**src/iood_pkg.sv**
```systemverilog
// package for the indexed offset operand decoder
package iood_pkg;
	localparam int ADDR_W = 12;
	localparam int DATA_W = 8;
	localparam logic [7:0] IDX_LIMIT = 8'h5f; // highest indexed offset
	localparam logic [5:0] OP_ADD = 6'h09; // 0010 01
	localparam logic [3:0] OP_BSET = 4'h8; // 1000
	localparam logic [7:0] OP_FILL = 8'h68; // 0110 1000
	localparam logic [7:0] FILL_VAL = 8'hff;
	localparam logic [3:0] ACCESS_HI_BANK = 4'hf;
	localparam logic [7:0] ACCESS_SPLIT = 8'h60;
	localparam logic [7:0] ZERO8 = 8'h00;
	localparam logic [11:0] ZERO12 = 12'h000;
	localparam logic [4:0] FLAGS_RST = 5'h00;
	localparam int FLG_C = 0;
	localparam int FLG_DC = 1;
	localparam int FLG_Z = 2;
	localparam int FLG_OV = 3;
	localparam int FLG_N = 4;

	typedef enum logic [1:0] {
		IOOD_OP_NONE,
		IOOD_OP_ADD,
		IOOD_OP_BSET,
		IOOD_OP_FILL
	} iood_op_type;

	// decoded instruction fields
	typedef struct packed {
		iood_op_type op;
		logic        dest_mem;
		logic        access_sel;
		logic [2:0]  bit_sel;
		logic [7:0]  operand;
	} iood_dec_type;

	typedef enum logic [1:0] {
		IOOD_IDLE,
		IOOD_READ,
		IOOD_WRITE
	} iood_state_type;
endpackage

```
**src/iood_core.sv**
```systemverilog
// execute unit for add, bit set and fill with indexed offset addressing
// Operation
// - extended mode, access bit clear, operand up to 5fh: offset from frame pointer
// - add opcode 0010 01d0 kkkk kkkk adds accumulator to indexed byte
// - destination bit clear sends sum to accumulator, set sends it to memory
// - add updates n, ov, c, dc, z; bit set and fill keep all flags
// - opcode 1000 bbb0 kkkk kkkk sets bit b of indexed byte only
// - opcode 0110 1000 kkkk kkkk writes ffh to indexed byte
// - fuse value zero keeps extended set and indexed addressing off
// - otherwise operand is literal address in access bank or selected bank
`timescale 1ns/1ps
module iood_core
	import iood_pkg::*;
(
	// clock and reset
	input  wire logic              sys_clk_i,
	input  wire logic              rst_b_i,
	// configuration and pointers
	input  wire logic              extended_set_enable_fuse_i,
	input  wire logic [ADDR_W-1:0] stack_frame_pointer_i,
	input  wire logic [3:0]        bank_select_pointer_i,
	// instruction issue
	input  wire logic              instr_valid_i,
	input  wire logic [15:0]       instr_i,
	// data memory
	input  wire logic [DATA_W-1:0] mem_rdata_i,
	output logic [ADDR_W-1:0]      mem_addr_o,
	output logic                   mem_rd_o,
	output logic                   mem_wr_o,
	output logic [DATA_W-1:0]      mem_wdata_o,
	// architectural state
	output logic [DATA_W-1:0]      accum_o,
	output logic [4:0]             flags_o,
	output logic                   busy_o,
	output logic                   done_o
);
	typedef struct packed {
		iood_state_type    st;
		iood_dec_type      dec;
		logic              busy;
		logic [ADDR_W-1:0] addr;
		logic              rd;
		logic              wr;
		logic [DATA_W-1:0] wdata;
		logic [DATA_W-1:0] accum;
		logic [4:0]        flags;
		logic              done;
	} iood_core_state_type;

	iood_core_state_type s_q, s_d;
	iood_dec_type        dec;
	logic [ADDR_W-1:0]   eff_addr;
	logic [DATA_W:0]     sum;
	logic [4:0]          lo_sum;
	logic [DATA_W-1:0]   res;
	logic                indexed;

	iood_decode u_decode (
		.instr_i (instr_i),
		.dec_o   (dec)
	);

	// address selection for the instruction being issued; the fuse is
	// looked at while idle, so the first instruction after reset sees it
	always_comb begin
		indexed = extended_set_enable_fuse_i && !dec.access_sel
			&& (dec.operand <= IDX_LIMIT);
		if (indexed) begin
			eff_addr = stack_frame_pointer_i
				+ {4'h0, dec.operand};
		end else if (dec.access_sel) begin
			eff_addr = {bank_select_pointer_i, dec.operand};
		end else if (dec.operand < ACCESS_SPLIT) begin
			eff_addr = {4'h0, dec.operand};
		end else begin
			eff_addr = {ACCESS_HI_BANK, dec.operand};
		end
	end

	// add datapath with half carry
	always_comb begin
		sum = {1'b0, s_q.accum} + {1'b0, mem_rdata_i};
		lo_sum = {1'b0, s_q.accum[3:0]} + {1'b0, mem_rdata_i[3:0]};
		res = sum[DATA_W-1:0];
	end

	// sequencer: read phase then write phase; fill goes straight to the write phase
	always_comb begin
		s_d = s_q;
		s_d.rd = 1'b0;
		s_d.wr = 1'b0;
		s_d.done = 1'b0;
		case (s_q.st)
			IOOD_IDLE: begin
				if (instr_valid_i && dec.op != IOOD_OP_NONE) begin
					s_d.dec = dec;
					s_d.addr = eff_addr;
					if (dec.op == IOOD_OP_FILL) begin
						s_d.wr = 1'b1;
						s_d.wdata = FILL_VAL;
						s_d.st = IOOD_WRITE;
					end else begin
						s_d.rd = 1'b1;
						s_d.st = IOOD_READ;
					end
				end
			end
			IOOD_READ: begin
				s_d.st = IOOD_WRITE;
				if (s_q.dec.op == IOOD_OP_ADD) begin
					s_d.flags[FLG_C] = sum[DATA_W];
					s_d.flags[FLG_DC] = lo_sum[4];
					s_d.flags[FLG_Z] = (res == ZERO8);
					s_d.flags[FLG_N] = res[DATA_W-1];
					s_d.flags[FLG_OV] = (s_q.accum[7] == mem_rdata_i[7])
						&& (res[7] != s_q.accum[7]);
					if (s_q.dec.dest_mem) begin
						s_d.wr = 1'b1;
						s_d.wdata = res;
					end else begin
						s_d.accum = res;
					end
				end else begin
					s_d.wr = 1'b1;
					s_d.wdata = mem_rdata_i
						| (8'h01 << s_q.dec.bit_sel);
				end
			end
			IOOD_WRITE: begin
				s_d.done = 1'b1;
				s_d.st = IOOD_IDLE;
			end
			default: s_d.st = IOOD_IDLE;
		endcase
		s_d.busy = (s_d.st != IOOD_IDLE); // registered busy output
	end

	// state register
	always_ff @(posedge sys_clk_i or negedge rst_b_i) begin
		if (!rst_b_i) begin
			s_q <= '0;
			s_q.flags <= FLAGS_RST;
			s_q.addr <= ZERO12;
		end else begin
			s_q <= s_d;
		end
	end

	assign mem_addr_o = s_q.addr;
	assign mem_rd_o = s_q.rd;
	assign mem_wr_o = s_q.wr;
	assign mem_wdata_o = s_q.wdata;
	assign accum_o = s_q.accum;
	assign flags_o = s_q.flags;
	assign busy_o = s_q.busy;
	assign done_o = s_q.done;

	// indexed fill writes ffh at pointer plus offset next cycle
	a_fill_write: assert property (@(posedge sys_clk_i) disable iff (!rst_b_i)
		s_q.st == IOOD_IDLE && instr_valid_i && dec.op == IOOD_OP_FILL
		&& indexed |=> mem_wr_o && mem_wdata_o == 8'hff
		&& mem_addr_o == $past(stack_frame_pointer_i)
		+ {4'h0, $past(instr_i[7:0])})
		else $error("indexed fill wrote wrong value or address");

	// fuse clear leaves low access-bank operands as literal addresses
	a_fuse_off: assert property (@(posedge sys_clk_i) disable iff (!rst_b_i)
		s_q.st == IOOD_IDLE && instr_valid_i && dec.op != IOOD_OP_NONE
		&& !extended_set_enable_fuse_i && !dec.access_sel
		&& dec.operand < ACCESS_SPLIT
		|=> mem_addr_o == {4'h0, $past(instr_i[7:0])})
		else $error("indexed mode active with fuse clear");

	// flags unchanged by bit set
	a_flags_keep: assert property (@(posedge sys_clk_i) disable iff (!rst_b_i)
		s_q.st == IOOD_READ && s_q.dec.op != IOOD_OP_ADD |=> $stable(flags_o))
		else $error("flags changed by bit set");

	// bit set preserves other bits
	a_bset_bits: assert property (@(posedge sys_clk_i) disable iff (!rst_b_i)
		s_q.st == IOOD_READ && s_q.dec.op == IOOD_OP_BSET
		|=> mem_wr_o && mem_wdata_o[$past(s_q.dec.bit_sel)]
		&& ((mem_wdata_o ^ $past(mem_rdata_i))
		& ~(8'h01 << $past(s_q.dec.bit_sel))) == 8'h00)
		else $error("bit set corrupted the byte");

	// add to accumulator does not write memory
	a_add_dest: assert property (@(posedge sys_clk_i) disable iff (!rst_b_i)
		s_q.st == IOOD_READ && s_q.dec.op == IOOD_OP_ADD
		|=> mem_wr_o == $past(s_q.dec.dest_mem)
		&& (mem_wr_o ? mem_wdata_o : accum_o)
		== $past(s_q.accum) + $past(mem_rdata_i))
		else $error("add result went to wrong place");

	// add zero flag tracks sum
	a_add_zero: assert property (@(posedge sys_clk_i) disable iff (!rst_b_i)
		s_q.st == IOOD_READ && s_q.dec.op == IOOD_OP_ADD
		|=> flags_o[FLG_Z]
		== (8'($past(s_q.accum) + $past(mem_rdata_i)) == 8'h00)
		&& flags_o[FLG_C] == (({1'b0, $past(s_q.accum)}
		+ {1'b0, $past(mem_rdata_i)}) > 9'h0ff))
		else $error("add flags wrong");

	// literal addressing when access bit set
	a_bank_addr: assert property (@(posedge sys_clk_i) disable iff (!rst_b_i)
		s_q.st == IOOD_IDLE && instr_valid_i && dec.op == IOOD_OP_ADD
		&& dec.access_sel |=> mem_addr_o
		== {$past(bank_select_pointer_i), $past(instr_i[7:0])})
		else $error("banked address wrong");

	// each add instruction completes in three cycles
	a_done_time: assert property (@(posedge sys_clk_i) disable iff (!rst_b_i)
		s_q.st == IOOD_IDLE && instr_valid_i && dec.op == IOOD_OP_ADD
		|=> busy_o ##1 busy_o ##1 done_o && !busy_o)
		else $error("add did not finish in time");
endmodule

```
**src/iood_decode.sv**
```systemverilog
// opcode field decoder for the indexed offset operations
`timescale 1ns/1ps
module iood_decode
	import iood_pkg::*;
(
	// instruction word
	input  wire logic [15:0] instr_i,
	// decoded fields
	output iood_dec_type     dec_o
);
	// pattern match on the high opcode byte
	always_comb begin
		dec_o.op = IOOD_OP_NONE;
		dec_o.dest_mem = instr_i[9];
		dec_o.access_sel = instr_i[8];
		dec_o.bit_sel = instr_i[11:9];
		dec_o.operand = instr_i[7:0];
		if (instr_i[15:10] == OP_ADD) begin
			dec_o.op = IOOD_OP_ADD;
		end else if (instr_i[15:12] == OP_BSET) begin
			dec_o.op = IOOD_OP_BSET;
		end else if (instr_i[15:8] == OP_FILL) begin
			dec_o.op = IOOD_OP_FILL;
			dec_o.access_sel = 1'b0;
		end
	end
endmodule

```
**config.mk**
```make
export PLATFORM = sky130hd
export DESIGN_NAME = iood_core
export DESIGN_NICKNAME = d
export VERILOG_FILES = /design/src/iood_pkg.sv /design/src/iood_core.sv /design/src/iood_decode.sv
export SDC_FILE = /design/constraint.sdc
export NUM_CORES = 1
export LEC_CHECK = 0
export CAP_MARGIN = 20
export CORE_ASPECT_RATIO = 0.8
export CORE_UTILIZATION = 64
export DETAILED_ROUTE_END_ITERATION = 7
export DONT_BUFFER_PORTS = 1
export HOLD_SLACK_MARGIN = 0.08
export PLACE_DENSITY = 0.91
export SLEW_MARGIN = 40
export SYNTH_ARGS = -nofsm -noshare
export SYNTH_HDL_FRONTEND = slang
export SYNTH_SLANG_ARGS = --single-unit
```
**constraint.sdc**
```tcl
create_clock -name sys_clk_i -period 2.2 [get_ports sys_clk_i]
set_input_delay 0.44 -clock sys_clk_i [delete_from_list [all_inputs] [get_ports sys_clk_i]]
set_output_delay 0.44 -clock sys_clk_i [all_outputs]
set_load 0.01 [all_outputs]
```
# Yosys cells after proc, flatten, opt, wreduce, memory -nomap -nowiden
# Index checks and enable logic that the tools add are counted.
# Widths: inputs -> output; s select.
[word_totals] register_bits=54 latchBits=0 ram_bits=0 rom_bits=0 in_bits=44 output_inout_bits=37 word_cells=68 n_memories=0
[classes] add_sub_neg=3 mul=0 n_div=0 magnitude_cmp=2 eq_ne=12 shift=1 mux=20 bitwise=2 reduce_logical=14
[op_table] operator="$mux 12" count=3
[op_table] operator="$mux 9" count=3
[op_table] operator="$pmux 9 s2" count=1
[op_table] operator="$mux 17" count=1
[op_table] operator="$add 12x8->12" count=1
[op_table] operator="$mux 10" count=1
[op_table] operator="$add 8x8->9" count=1
[op_table] operator="$eq 8x7->1 const B" count=1
[op_table] operator="$le 8x7->1 const B" count=1
[op_table] operator="$logic_not 8->1" count=1
[op_table] operator="$lt 8x7->1 const B" count=1
[op_table] operator="$mux 2" count=4
[op_table] operator="$or 8x8->8" count=1
[op_table] operator="$shl 1x3->8 const A" count=1
[op_table] operator="$eq 6x4->1 const B" count=1
[op_table] operator="$mux 1" count=6
[op_table] operator="$reduce_bool 2->1" count=3
[op_table] operator="$add 4x4->5" count=1
[op_table] operator="$eq 2x1->1 const B" count=2
[op_table] operator="$eq 2x2->1 const B" count=2
[op_table] operator="$eq 4x4->1 const B" count=1
[op_table] operator="$logic_and 1x1->1" count=4
[op_table] operator="$ne 2x2->1 const B" count=2
[op_table] operator="$pmux 2 s2" count=1
[op_table] operator="other kinds (9)" count=10

# Longest topological paths before layout
[logic_depth] ltp_word=9 ltp_mapped=9 depth_no_buf=9

# By module
# Synthesis repeated with hierarchy kept, for this count alone.
[hier_totals] hier_cells=333 hier_area_um2=3055.4
[by_module_without_submodules] mod="iood_core" n_inst=1 cells_per_inst=313 area_per_inst_um2=2887.8
[by_module_without_submodules] mod="iood_decode" n_inst=1 cells_per_inst=20 area_per_inst_um2=167.7

# Worst setup path after synthesis
# OpenSTA, ideal clock, no wires.
[synth_path] path_type="input -> register" startpoint="in stack_frame_pointer_i[0]" endpoint="reg s_q (netlist bit mem_addr_o[8])" arrival_ps=1995 required_time_ps=2081 path_slack_ps=86 path_stages=8 n_path_buf=0 cell_sequence="ha_1 -> fa_1 -> a21oi_1 -> o21ai_0 -> o41ai_2 -> xor2_1 -> o221ai_1 -> o21a_1"
[synth_via] elab_chain_len=2
[synth_lines] element="start: declaration" line="iood_core.sv:20" rtl="input wire logic [ADDR_W-1:0] stack_frame_pointer_i,"
[synth_lines] element="$add 12x8->12" line="iood_core.sv:70" rtl="+ {4'h0, dec.operand};"
[synth_lines] element="$mux 12" line="iood_core.sv:68" rtl="if (indexed) begin"
[synth_lines] element="end: declaration" line="iood_core.sv:50" rtl="iood_core_state_type s_q, s_d;"
# Every way passes these cells.
# A chain may end at the register's enable or synchronous reset.

# Final worst setup path
[layout_path] startpoint="reg s_q (netlist bit accum_o[0])" endpoint="reg s_q (netlist bit flags_o[2])"
[layout_via] elab_chain_len=2
[layout_lines] element="$add 8x8->9" line="iood_core.sv:82" rtl="sum = {1'b0, s_q.accum} + {1'b0, mem_rdata_i};"
[layout_lines] element="$logic_not 8->1" line="iood_core.sv:113" rtl="s_d.flags[FLG_Z] = (res == ZERO8);"
# Every way passes these cells.

==> results_dict.tcl <==
set metrics [dict create \
    antenna_cells 0 \
    quantity_of_i_o_buffers_inserted_on_ports 0 \
    finish.cell_count_without_fillers 354 \
    timing.hold.ws_ps 250 \
    cp.required_ps 2410 \
    fin_setup_tns_ps 0 \
    count_of_antenna_violating_nets_left_after_detailed_routing 0 \
    mostFrequentLayoutCell "dfrtp_1" \
    critical_path.cell_chain "ha_1 -> inv_1 -> fa_1 -> nor2b_1 -> o31a_1 -> o31a_1 -> nor3_2 -> nor2_1 -> a32o_1" \
    final_period_minus_worst_setup_slack_ps 2110 \
    synth.ff_latch_count 44 \
    firstDrtPassIters 6 \
    finalWirelength_um 6310 \
    placedCellCount 344 \
    postCtsSetupBuffers 0 \
    grt_pass1_vias 2248 \
    switching_share 0.316 \
    worstSetupPathType "reg2reg" \
    floorplan_core_area_sq_um 4280 \
    outcome "finished clean" \
    h-tree-depth 2 \
    die_w_um 77.8 \
    cts-root-buf "clkbuf_8" \
    detail_route.iter0.violations 220 \
    final_nets 358 \
    pwr_density_cell_nw_per_um2 720 \
    finalPower_uw 2120 \
    place.gp.congestion 0.867 \
    critPathCaptureType "flip-flop" \
    hold_path.class "in2reg" \
    antenna_found_initial 0 \
    cellInternalPower_uw 1450 \
    tritoncts.num_buffers 5 \
    critical-path-slowest-cell "dfrtp_1" \
    tritoncts_clock_tree "done" \
    worst-path-buf-inv 1 \
    syn_area_sq_um 2940 \
    die_y_um 62.7 \
    setup_viol 0 \
    clkTransAtPathRegs_ps 90 \
    synth.net_count 380 \
    timing.critical_path.mode_cell "o31a_1" \
    power.sequential.fraction 0.515 \
    synth_sequential_area_ratio 0.374 \
    floorplan.initialDensity 0.687 \
    clock.fmax_mhz 473 \
    power.leakage_uw 0.00131 \
    wl_per_cell_um 17.8 \
    design.die.area_sq_um 4880 \
    hpwl_um 4880 \
    grtUsageTotal 0.276 \
    hold_viol 0 \
    power_switching_uw 672 \
    synth-edff-count 0 \
    cts_sinks 44 \
    startpoint_type_of_the_worst_setup_path "flip-flop" \
    critical-path-max-stage-delay_ps 390 \
    power_frac_comb 0.188 \
    yosys.cell_types.count 54 \
    max_slew.worst_pin.slew_ps 532 \
    report.final.slew_viol_count 0 \
    first_pass_grt_wire_length_um 10400 \
    cpLargestDelayFamily "compound AO/OA/AOI/OAI gates" \
    most_common_flop_cell_mapped_by_yosys "dfrtp_1" \
    maximum_fanout_along_the_worst_path 3 \
    syn-mean-instance-area_sq_um 9.25 \
    post-route-drc-count 0 \
    fp-row-count 21 \
    syn-instance-count 318 \
    worst-endpoint-arrival_ps 2320 \
    fraction_of_final_layout_cells_with_drive_strength_greater_than_1 0.104 \
    number_of_vias_per_cell_after_detailed_routing 6.42 \
    grt_start_max_net_pins 45 \
    ys_async_sr_fraction 1.00 \
    most-common-layout-cells "44 x dfrtp_1, 30 x nand2_1, 27 x a21oi_1, 26 x o21ai_0, 21 x nor2_1" \
    timing.clock.skew_ps 12.5 \
    clockBufferDepth 2 \
    gr-total-overflow 0 \
    fin_crit_sh 0.961 \
    peakVddDrop_mv 0.431 \
    clk-insertion-delay-late_ps 310 \
    ys.warnings.count 0 \
    synthToLayoutAreaGrowth_pct 0.255 \
    io_pins 81 \
    max_transition_margin 0.645 \
    maxCapViolCount 0 \
    dr_total_vias 2272 \
    clockPowerShare 0.298 \
]
[worst register-to-register path, delay by kind of cell (launching register included)]
family                     cells  cell delay (ps)
adders and majority gates      2              410
buffers and inverters          1               70
DFF                            1              390
and+or+nand+nor                3              340
AOI/OAI and AO/OA              3              800
[routing by layer]
metal	wire length [um]	up-vias	track usage
met2	2890	137	0.438
met4	117	0	0.0849
met3	713	17	0.0993
li1	-	1062	-
met1	2590	1056	0.352
met5	0	-	0
[cells in the mapped netlist (3+ instances only)]
cell type / instances / area share
a21o_1: 6 / 0.015
nor2_1: 21 / 0.027
a31oi_1: 7 / 0.015
nor3_1: 3 / 0.0051
mux2i_1: 7 / 0.024
a21oi_1: 27 / 0.046
o21ai_0: 26 / 0.044
nand2b_1: 3 / 0.0064
o21a_1: 3 / 0.0077
xnor2_1: 7 / 0.021
buf_4: 34 / 0.087
nand2_1: 30 / 0.038
dfrtp_1: 44 / 0.37
nand3_1: 4 / 0.0068
ha_1: 16 / 0.068
nor2b_1: 6 / 0.013
xor2_1: 5 / 0.015
o31ai_1: 3 / 0.0077
inv_1: 11 / 0.014
mux2_2: 6 / 0.023
[path summary, 6_finish.rpt]
| check | startpoint | depth (start not counted) | to | slack [ps] |
|---|---|---|---|---|
| worst max-delay path | accum_o[0]$_DFFE_PN0P_ | 9 | flags_o[2]$_DFFE_PN0P_ | 90 |
| worst min-delay path | instr_i[9] | 2 | s_q[45]$_DFFE_PN0P_ | 250 |
| worst max register to register | accum_o[0]$_DFFE_PN0P_ | 9 | flags_o[2]$_DFFE_PN0P_ | 90 |
| worst min register to register | s_q[52]$_DFF_PN0_ | 1 | done_o$_DFF_PN0_ | 480 |
| max in group asynchronous | rst_b_i | 2 | accum_o[5]$_DFFE_PN0P_ | 1400 |
| min in group asynchronous | rst_b_i | 2 | mem_wr_o$_DFF_PN0_ | 590 |
[kinds of logic (layout without fill, tap and decap cells)]
| family | count (synthesis) | count (layout) | share of synthesized area |
|---|---|---|---|
| AOI/OAI and AO/OA | 91 | 91 | 0.196 |
| and+or+nand+nor | 91 | 91 | 0.159 |
| buffers and inverters | 49 | 28 | 0.107 |
| DFF | 44 | 44 | 0.374 |
| adders and majority gates | 18 | 18 | 0.0816 |
| muxes | 13 | 13 | 0.0468 |
| xor gates and xnor gates | 12 | 12 | 0.0357 |
[cell type report]
type	instances	area (sq um)
clock buffers	5	68.8
repair buffers	9	82.6
multi-input cells	225	1540
inverters	11	41.3
fillers	344	1330
flip-flops and latches	44	1100
well taps	57	71.3
clock inverters	3	47.5
[power groups by stage]
stage	Clock, uW	Combinational (uW)	Sequential, uW
2_1_floorplan	0	512	1000
3_3_place_gp	0	351	1100
3_5_place_dp	0	370	1110
4_1_cts	640	395	1090
5_1_grt	667	453	1110
6_report	632	398	1090
[sequential cells by signal (all words and copies together), names as in the netlist]
name and count:
mem_addr_o 12, accum_o 8, mem_wdata_o 8, s_q 7, flags_o 5, busy_o 1
done_o 1, mem_rd_o 1, mem_wr_o 1
[metrics by stage]
stage	area (sq um)	setup WS (ps)	util
after floorplan	2940	86.1	-
after global placement	2790	2.23	0.652
after detailed placement	2790	-72.4	0.652
after CTS	2940	37.5	0.687
after global routing	2950	-15.0	0.689
final	2950	85.2	0.689
[timing repair]
item / CTS / global route
hold endpoints to repair: 44 / 0
resized for setup: 0 / 2
hold buffers: 2 / 0
endpoints found under the setup margin: 0 / 3
Note: power is estimated with default switching activity, not from simulation.
